`src/hw/ets_pkg.sv`:
```
// Package of constants and types for the event time-stamp capture block.
`default_nettype none

package ets_pkg;

  // ****************************************
  // Register offsets
  // ****************************************
  localparam logic [7:0] ETS_OFS_EVENT_CONTROL    = 8'h13;
  localparam logic [7:0] ETS_OFS_EVENT_COUNTER    = 8'h14;
  localparam logic [7:0] ETS_OFS_CAPTURED_SECONDS = 8'h15;

  // ****************************************
  // Event control field positions
  // ****************************************
  localparam int ETS_BIT_SOURCE_SELECT    = 0;
  localparam int ETS_BIT_OVERWRITE_SELECT = 1;
  localparam int ETS_BIT_STAMP_CLEAR      = 2;
  localparam int ETS_BIT_FILTER_LO        = 4;
  localparam int ETS_BIT_FILTER_HI        = 5;
  localparam int ETS_BIT_LEVEL_SELECT     = 6;
  localparam int ETS_BIT_SECONDS_TOP      = 7;

  // ****************************************
  // Reset values and counter width
  // ****************************************
  localparam logic [7:0] ETS_RST_EVENT_CONTROL = 8'h00;
  localparam logic [7:0] ETS_RST_CAPTURE       = 8'h00;
  localparam logic [7:0] ETS_RST_READ_DATA     = 8'h00;
  localparam int         ETS_COUNTER_WIDTH     = 8;

  // ****************************************
  // Types
  // ****************************************
  // Calendar time as six BCD bytes, also used for the captured copy.
  typedef struct packed {
    logic [7:0] year;
    logic [7:0] month;
    logic [7:0] date;
    logic [7:0] hours;
    logic [7:0] minutes;
    logic [7:0] seconds;
  } ets_cal_time_t;

  // One host register access.
  typedef struct packed {
    logic       wr;
    logic       rd;
    logic [7:0] addr;
    logic [7:0] wdata;
  } ets_reg_req_t;

endpackage : ets_pkg

`default_nettype wire

```
`src/hw/ets_event_counter.sv`:
```
// Wrapping binary event counter with synchronous clear.
`timescale 1ns/10ps
`default_nettype none

module ets_event_counter
  import ets_pkg::*;
#(
  parameter int WIDTH = ETS_COUNTER_WIDTH
) (
  input  wire logic             core_clk,
  input  wire logic             rst,
  input  wire logic             clear,
  input  wire logic             inc,
  output var  logic [WIDTH-1:0] count
);

  // The register map gives the counter one byte; nothing wider fits.
  if (WIDTH < 1 || WIDTH > 8) begin : g_width_check
    $error("ets_event_counter: WIDTH must be 1 to 8");
  end

  logic [WIDTH-1:0] count_reg;
  logic [WIDTH-1:0] count_next;

  // A clear in the same cycle as an event still counts that event, so it is not lost.
  always_comb begin
    count_next = clear ? '0 : count_reg;
    if (inc) begin
      count_next = count_next + WIDTH'(1);
    end
  end

  // Plain binary wrap from all ones back to zero happens by width truncation.
  always_ff @(posedge core_clk or posedge rst) begin
    if (rst) begin
      count_reg <= '0;
    end else begin
      count_reg <= count_next;
    end
  end

  assign count = count_reg;

endmodule : ets_event_counter

`default_nettype wire

```
`src/hw/ets_time_stamp.sv`:
```
// Event time-stamp capture logic with its control and read-back registers.
`timescale 1ns/10ps
`default_nettype none

// Notes on behaviour
// - Writing clear bit zeroes counter and captures.
// - Clear bit returns to zero by itself.
// - Overwrite off keeps first event until flag cleared.
// - Overwrite on captures every event.
// - Source bit picks pin or backup switchover.
// - Capture and counting only while enable set.
// - Eight-bit binary counter wraps to zero.
// - Counter counts regardless of overwrite mode.
// - Counter and seconds registers ignore writes.
// - Captured seconds BCD, top bit zero.
module ets_time_stamp
  import ets_pkg::*;
#(
  parameter int CNT_WIDTH = ETS_COUNTER_WIDTH
) (
  input  wire logic          core_clk,
  input  wire logic          rst,
  input  wire ets_reg_req_t  reg_req,
  output var  logic [7:0]    reg_rdata,
  input  wire logic          stamp_enable,
  input  wire logic          event_input_pin,
  input  wire logic          backup_supply,
  input  wire ets_cal_time_t cal_time,
  input  wire logic          event_flag_clear,
  output var  logic          event_flag,
  output var  ets_cal_time_t captured_time,
  output var  logic [7:0]    event_counter
);

  if (CNT_WIDTH != ETS_COUNTER_WIDTH) begin : g_width_check
    $error("ets_time_stamp: the counter must be one full byte");
  end

  // ****************************************
  // Event detection
  // ****************************************
  logic       pin_q_reg;
  logic       backup_q_reg;
  logic       pin_edge;
  logic       backup_edge;
  logic       src_event;
  logic       count_event;
  logic       capture_event;
  logic [7:0] ctl_reg;
  logic       stamp_clear_reg;
  logic       event_flag_reg;

  // Previous input levels; the pin arrives already filtered and polarity-corrected.
  always_ff @(posedge core_clk or posedge rst) begin
    if (rst) begin
      pin_q_reg    <= 1'b0;
      backup_q_reg <= 1'b0;
    end else begin
      pin_q_reg    <= event_input_pin;
      backup_q_reg <= backup_supply;
    end
  end

  assign pin_edge    = event_input_pin & ~pin_q_reg;
  assign backup_edge = backup_supply & ~backup_q_reg;

  // The source bit decides which edge is an event; the other is ignored.
  assign src_event = ctl_reg[ETS_BIT_SOURCE_SELECT] ? backup_edge : pin_edge;

  // Counting ignores the overwrite mode, only the enable gates it.
  assign count_event = src_event & stamp_enable;

  // First-event mode is armed only while the flag is down.
  assign capture_event = count_event &
                         (ctl_reg[ETS_BIT_OVERWRITE_SELECT] | ~event_flag_reg);

  // ****************************************
  // Control register and self-clearing reset bit
  // ****************************************
  logic ctl_write;

  assign ctl_write = reg_req.wr && (reg_req.addr == ETS_OFS_EVENT_CONTROL);

  // Bit 7 and bit 3 are always zero; the clear bit lives in its own flop.
  always_ff @(posedge core_clk or posedge rst) begin
    if (rst) begin
      ctl_reg <= ETS_RST_EVENT_CONTROL;
    end else if (ctl_write) begin
      ctl_reg <= {1'b0, reg_req.wdata[ETS_BIT_LEVEL_SELECT:ETS_BIT_FILTER_LO], 2'b00,
                  reg_req.wdata[ETS_BIT_OVERWRITE_SELECT:ETS_BIT_SOURCE_SELECT]};
    end
  end

  // Clearing takes one cycle, then the bit drops back by itself.
  always_ff @(posedge core_clk or posedge rst) begin
    if (rst) begin
      stamp_clear_reg <= 1'b0;
    end else begin
      stamp_clear_reg <= ctl_write & reg_req.wdata[ETS_BIT_STAMP_CLEAR];
    end
  end

  // ****************************************
  // Event flag
  // ****************************************
  // A new event beats a host clear in the same cycle so it is never lost.
  always_ff @(posedge core_clk or posedge rst) begin
    if (rst) begin
      event_flag_reg <= 1'b0;
    end else if (count_event) begin
      event_flag_reg <= 1'b1;
    end else if (event_flag_clear) begin
      event_flag_reg <= 1'b0;
    end
  end

  assign event_flag = event_flag_reg;

  // ****************************************
  // Captured time
  // ****************************************
  ets_cal_time_t cap_reg;

  // All six fields load on one edge so they describe one instant.
  // An event coinciding with a clear wins, since it is newer than the clear.
  always_ff @(posedge core_clk or posedge rst) begin
    if (rst) begin
      cap_reg <= {6{ETS_RST_CAPTURE}};
    end else if (capture_event) begin
      cap_reg         <= cal_time;
      cap_reg.seconds <= {1'b0, cal_time.seconds[6:0]};
    end else if (stamp_clear_reg) begin
      cap_reg <= {6{ETS_RST_CAPTURE}};
    end
  end

  assign captured_time = cap_reg;

  // ****************************************
  // Event counter
  // ****************************************
  logic [CNT_WIDTH-1:0] count;

  ets_event_counter #(
    .WIDTH (CNT_WIDTH)
  ) u_counter (
    .core_clk (core_clk),
    .rst      (rst),
    .clear    (stamp_clear_reg),
    .inc      (count_event),
    .count    (count)
  );

  assign event_counter = count;

  // ****************************************
  // Read-back
  // ****************************************
  logic [7:0] rdata_reg;

  // Writes to the counter and seconds offsets have no path into storage.
  always_ff @(posedge core_clk or posedge rst) begin
    if (rst) begin
      rdata_reg <= ETS_RST_READ_DATA;
    end else if (reg_req.rd) begin
      case (reg_req.addr)
        ETS_OFS_EVENT_CONTROL:    rdata_reg <= ctl_reg | {5'h00, stamp_clear_reg, 2'b00};
        ETS_OFS_EVENT_COUNTER:    rdata_reg <= count;
        ETS_OFS_CAPTURED_SECONDS: rdata_reg <= cap_reg.seconds;
        default:                  rdata_reg <= ETS_RST_READ_DATA;
      endcase
    end
  end

  assign reg_rdata = rdata_reg;
endmodule : ets_time_stamp

`default_nettype wire

```
`config.mk`:
```
export PLATFORM = sky130hd
export DESIGN_NAME = ets_time_stamp
export DESIGN_NICKNAME = d
export VERILOG_FILES = /design/src/hw/ets_pkg.sv /design/src/hw/ets_event_counter.sv /design/src/hw/ets_time_stamp.sv
export SDC_FILE = /design/constraint.sdc
export NUM_CORES = 1
export LEC_CHECK = 0
export BUFFER_PORTS_ARGS = -buffer_cell sky130_fd_sc_hd__buf_4
export CAP_MARGIN = 20
export CORE_UTILIZATION = 52
export CTS_CLUSTER_SIZE = 20
export DETAILED_ROUTE_END_ITERATION = 8
export PLACE_DENSITY = 0.92
export SLEW_MARGIN = 20
export SYNTH_ARGS = -nofsm -noshare
export SYNTH_HDL_FRONTEND = slang
export SYNTH_HIERARCHICAL = 1
export SYNTH_SLANG_ARGS = --single-unit
```
`constraint.sdc`:
```
create_clock -name core_clk -period 2.6 [get_ports core_clk]
set_input_delay 0.13 -clock core_clk [delete_from_list [all_inputs] [get_ports core_clk]]
set_output_delay 0.13 -clock core_clk [all_outputs]
set_load 0.05 [all_outputs]
```
======== Word level (Yosys, flattened, before mapping) ========
Cells that the tools add are included.
storage, ports and cells
  bits in registers ....................... 73
  bits in latches ......................... 0
  RAM bits ................................ 0
  ROM bits ................................ 0
  input port bits ......................... 72
  output and inout bits ................... 65
  word-level logic and storage cells ...... 38
  memories kept ........................... 0
operators by class
  add/sub/neg operators ................... 1
  multipliers ............................. 0
  divide/modulo/power cells ............... 0
  magnitude comparators ................... 0
  eq/ne operators ......................... 3
  shift-type cells ........................ 0
  muxes and demuxes ....................... 8
  bitwise operators ....................... 10
  reduce and logical (&&, ||, !) cells .... 3
operator list
  operator             count
  $mux 48              2
  $eq 8x5->1 const B   3
  $pmux 8 s3           1
  $mux 8               2
  $add 8x1->8 const B  1
  $or 7x3->7           1
  $and 1x1->1          5
  $reduce_bool 2->1    2
  $mux 1               3
  $not 1->1            3
  $logic_and 1x1->1    1
  $or 1x1->1           1

======== Logic depth before layout (Yosys ltp) ========
  word-level depth ........................ 6
  depth in mapped cells ................... 6
  depth with buffers taken out ............ 5

======== Hierarchy ========
The synthesis kept the hierarchy.
modules (own cells, without submodules)
  module             times used  cells an instance  area an instance (um^2)  seq. area each (um^2)
  ets_time_stamp     1           217                3,055.4                  1,601.5
  ets_event_counter  1           36                 380.4                    200.2

======== Worst setup path after synthesis ========
Ideal clock, no wire load.
  path kind ............................... register to register
  start ................................... reg u_counter.count_reg[0] (netlist: u_counter/count[0])
  end ..................................... reg u_counter.count_reg[6] (netlist: u_counter/count[6])
  library setup time ...................... 0.078 ns
  data arrival time ....................... 1.663 ns
  required time ........................... 2.522 ns
  slack ................................... 0.859 ns
  cell stages (with the launch flop) ...... 6
  buffers on the path ..................... 0
  period minus slack after synthesis ...... 1.741 ns
  path through ............................ dfrtp_1 -> nor2b_1 -> ha_1 -> nand3_1 -> or3_1 -> a21oi_1
on the way
  word-level cells in the longest chain between the ends .. 3
RTL lines
  element                            line                     text
  from (decl)                        ets_event_counter.sv:22  logic [WIDTH-1:0] count_reg;
  from (signal assigned)             ets_event_counter.sv:38  count_reg <= count_next;
  $mux 8                             ets_event_counter.sv:27  count_next = clear ? '0 : count_reg;
  $add 8x1->8                        ets_event_counter.sv:29  count_next = count_next + WIDTH'(1);
  $mux 8                             ets_event_counter.sv:28  if (inc) begin
  named net u_counter.count_next[6]  ets_event_counter.sv:23  logic [WIDTH-1:0] count_next;
The timed path passes the listed nets, and every way through them passes these cells.
A chain may end at the register's enable or synchronous reset.

======== Worst setup path after layout ========
  start ................................... reg ctl_reg[0]
  end ..................................... reg u_counter.count_reg[7] (netlist: u_counter/count[7])
on the way
  word-level cells in the longest chain between the ends .. 3
RTL lines
  element                            line                     text
  from (decl)                        ets_time_stamp.sv:49     logic [7:0] ctl_reg;
  from (signal assigned)             ets_time_stamp.sv:89     ctl_reg <= {1'b0, reg_req.wdata[ETS_BIT_LEVEL_SELECT:ETS_BIT_FILTER_LO], 2'b00,
  $mux 1                             ets_time_stamp.sv:68     assign src_event = ctl_reg[ETS_BIT_SOURCE_SELECT] ? backup_edge : pin_edge;
  $and 1x1->1                        ets_time_stamp.sv:71     assign count_event = src_event & stamp_enable;
  named net count_event              ets_time_stamp.sv:47     logic count_event;
  $mux 8                             ets_event_counter.sv:28
  named net u_counter.count_next[7]  ets_event_counter.sv:23
The timed path passes the listed nets, and every way through them passes these cells.

==> key figures <==
Finish
  – Area Overhead vs Synth: 36.5%
  – Largest register FFs: 47
  – FF+latch area: 0.00180 mm^2
  – Ant diodes: 0
  – Nets: about 460
  – Share of layout cells above drive strength 1: 55.1%
  – Most common cell after layout, fill and taps aside: buf_4
  – Most frequent cells in the layout: buf_4, dfrtp_1, nor2b_1, mux2_4, mux2_2
  – Multi-input gate area: 0.00151 mm^2
  – Fin cells: about 470
  – Fillers: 466

CTS
  – CTS tree: yes
  – Post_cts resized: 0
  – Skew-Pair Late Insertion Delay: roughly 0.34 ns
  – H-Tree Depth: 3
  – Clock slew at reported path FFs: about 0.080 ns
  – Clock root buffer: clkbuf_8
  – Post-CTS Setup Inserts: 0
  – Cts hold-fix bufs: 4
  – CTS Sinks: 72
  – CTS Buf Count: 9
  – CTS max path bufs: 2

Setup path
  – Worst EP required: around 2.9 ns
  – CP endpoint kind: register
  – CP Max Fanout: 7
  – Worst path cell trace: and4bb_1, or2_2, nand4_2, or3_1, a21oi_1
  – Critical path class: reg2reg
  – Cell family with most CP delay: simple AND/OR/NAND/NOR gates
  – Slowest-stage cell, CP: dfrtp_1
  – Critical Path AT: 2.10 ns
  – Biggest cell delay along the critical path: 0.42 ns
  – CP Buf/Inv Count: 0
  – CP startpoint kind: register

Floorplanning
  – DIE WIDTH: roughly 83 um
  – Num rows: 29
  – # IOs: between 100 and 150
  – Placeable Area: 0.00635 mm^2
  – Die height: 83.3 um
  – Full die area: 0.00694 mm^2
  – Initial Utilization: between 50% and 60%

Yosys
  – Seq cells post-synth: a little over 70
  – Syn Nets: 326
  – Synth Instances: 253
  – Sequential share of the synthesized area: 52.4%
  – Avg Inst Size Synth: 13.6 um^2
  – Yosys warns: 6
  – Area of the mapped netlist: 0.00344 mm^2
  – Yosys cell types: 37

Flow run
  – Number of max-cap violations: 0

STA
  – Count of pins over their slew limit: 0
  – Least-Margin Pin Slew: 0.673 ns
  – Final hold vios: 0
  – Fmax: 543 MHz
  – Max transition margin: between 50 and 60%
  – Minimum clock period: 1.84 ns
  – Setup-failing EPs final: 0
  – Worst Skew: 0.0117 ns
  – Setup TNS: 0 ns
  – Final worst-path cycle share: 70.8%
  – RSZ-0062 raised after global routing: false

Global routing
  – Global Route Usage Sum: 23.7%
  – Initial antenna violation count: 0
  – Largest net degree at the start of global routing: 38
  – Number of global-route vias before repair: between 2000 and 3000
  – First-pass GRT wire length: between 10 and 15 mm
  – GRT overflow: 0

Drt
  – DRC viols: 0
  – Drt pass-1 iters: 4
  – Routed WL: 7.69 mm
  – Via count: 2471
  – Avg WL per Cell: 16.3 um
  – 1st-iter DRT viols: between 80 and 90
  – Antenna Violating Nets Remaining: 0
  – Via-to-Cell Ratio: about 5.2

Power
  – Pint: 0.00250 W
  – Maximum vdd drop: 600 uV
  – Switching power: roughly 0.0016 W
  – Sequential Power Share: 36.3%
  – Clock power frac: between 20% and 30%
  – Gate power share: roughly 43%
  – Pleak: 2.39 nW
  – Pwr/cell area: 877 mW/mm^2
  – Sw frac: 39.3%

Worst hold path
  – HP Class: in2reg

Place
  – Dpl cells: 453
  – Final Wtd Congestion: around 0.7
  – DP Wirelength: 5.51 mm
  – # port buffers: 132

Outcome
  – Status: completed
==> cells in the mapped netlist (all sizes together) <==
cell	count	area (um^2)
dfrtp	72	1800
mux2	59	796
nor2b	51	319
buf	10	96.4
a22oi	6	45.0
o2bb2ai	6	52.6
clkbuf	4	15.0
inv	4	15.0
a21oi	3	15.0
nand3	3	15.0
nand4	3	25.0
nor2	3	11.3
o21ai	3	15.0
or3	3	18.8
xor2	3	26.3
a22o	2	17.5
nand2	2	7.51
and2	1	7.51
and3	1	6.26
and3b	1	8.76
and4	1	11.3
and4b	1	10.0
and4bb	1	12.5
clkinv	1	3.75
conb	1	3.75
ha	1	12.5
mux2i	1	10.0
nor3b	1	7.51
nor4b	1	15.0
o21bai	1	7.51
o22ai	1	12.5
or2	1	6.26
xnor2	1	8.76
==> power groups by stage <==
stage	Sequential (W)	Clock, W	Combinational [W]
final	0.00149	0.000851	0.00177
after global routing	0.00153	0.000920	0.00185
after CTS	0.00149	0.000878	0.00178
after detailed placement	0.00151	0	0.00177
after global placement	0.00150	0	0.00173
after floorplan	0.00223	0	0.000493
==> cell type report <==
| type | instances | area share, % |
|---|---|---|
| timing repair buffer | 141 | 22.8 |
| tap | 77 | 2.05 |
| multi-input combinational | 162 | 32.2 |
| clock buffer | 12 | 3.10 |
| clock inverter | 4 | 0.961 |
| inverter | 5 | 0.400 |
| sequential | 72 | 38.5 |
==> per-stage QoR <==
stage                     util [%]  total power [W]  setup WS, ns  hold slack, ns  cell area, um^2
after CTS                     73.8          0.00415         0.755        0.000304             4690
after global routing          73.8          0.00430         0.651         0.00536             4690
final                         73.8          0.00411         0.759          0.0207             4690
after floorplan                  -          0.00273         0.859         -0.0543             3440
after detailed placement      70.2          0.00327         0.844           0.116             4460
after global placement        70.2          0.00323         0.900           0.109             4460
==> kinds of logic after synthesis <==
| group | after synthesis | synth area share [%] |
|---|---|---|
| simple gates | 74 | 14.0 |
| mux | 60 | 23.5 |
| other cells | 1 | 0.109 |
| compound gates | 22 | 4.81 |
| flops | 72 | 52.4 |
| buf+inv | 19 | 3.79 |
| xor+xnor | 4 | 1.02 |
| fa+ha+maj | 1 | 0.364 |
==> layer usage <==
metal / vias up / global-route usage, % / wire length [um]
li1: 1154 / - / -
met1: 1215 / 30.8 / 3270
met2: 97 / 39.7 / 3880
met3: 5 / 5.27 / 483
met4: 0 / 7.37 / 59
met5: - / 0 / 0
==> worst paths after layout <==
check                      cells past startpoint          from  slack [ns]                  to
min in group asynchronous                      3           rst        0.34  u_counter/count[7]
setup / recovery                               5    ctl_reg[0]        0.76  u_counter/count[7]
max in group asynchronous                      4           rst        1.43        reg_rdata[2]
setup reg to reg                               5    ctl_reg[0]        0.76  u_counter/count[7]
hold reg to reg                                1  reg_rdata[6]        0.50        reg_rdata[6]
hold / removal                                 2    reg_req[2]        0.02     stamp_clear_reg
No activity file was read; power rests on OpenSTA's default activity.
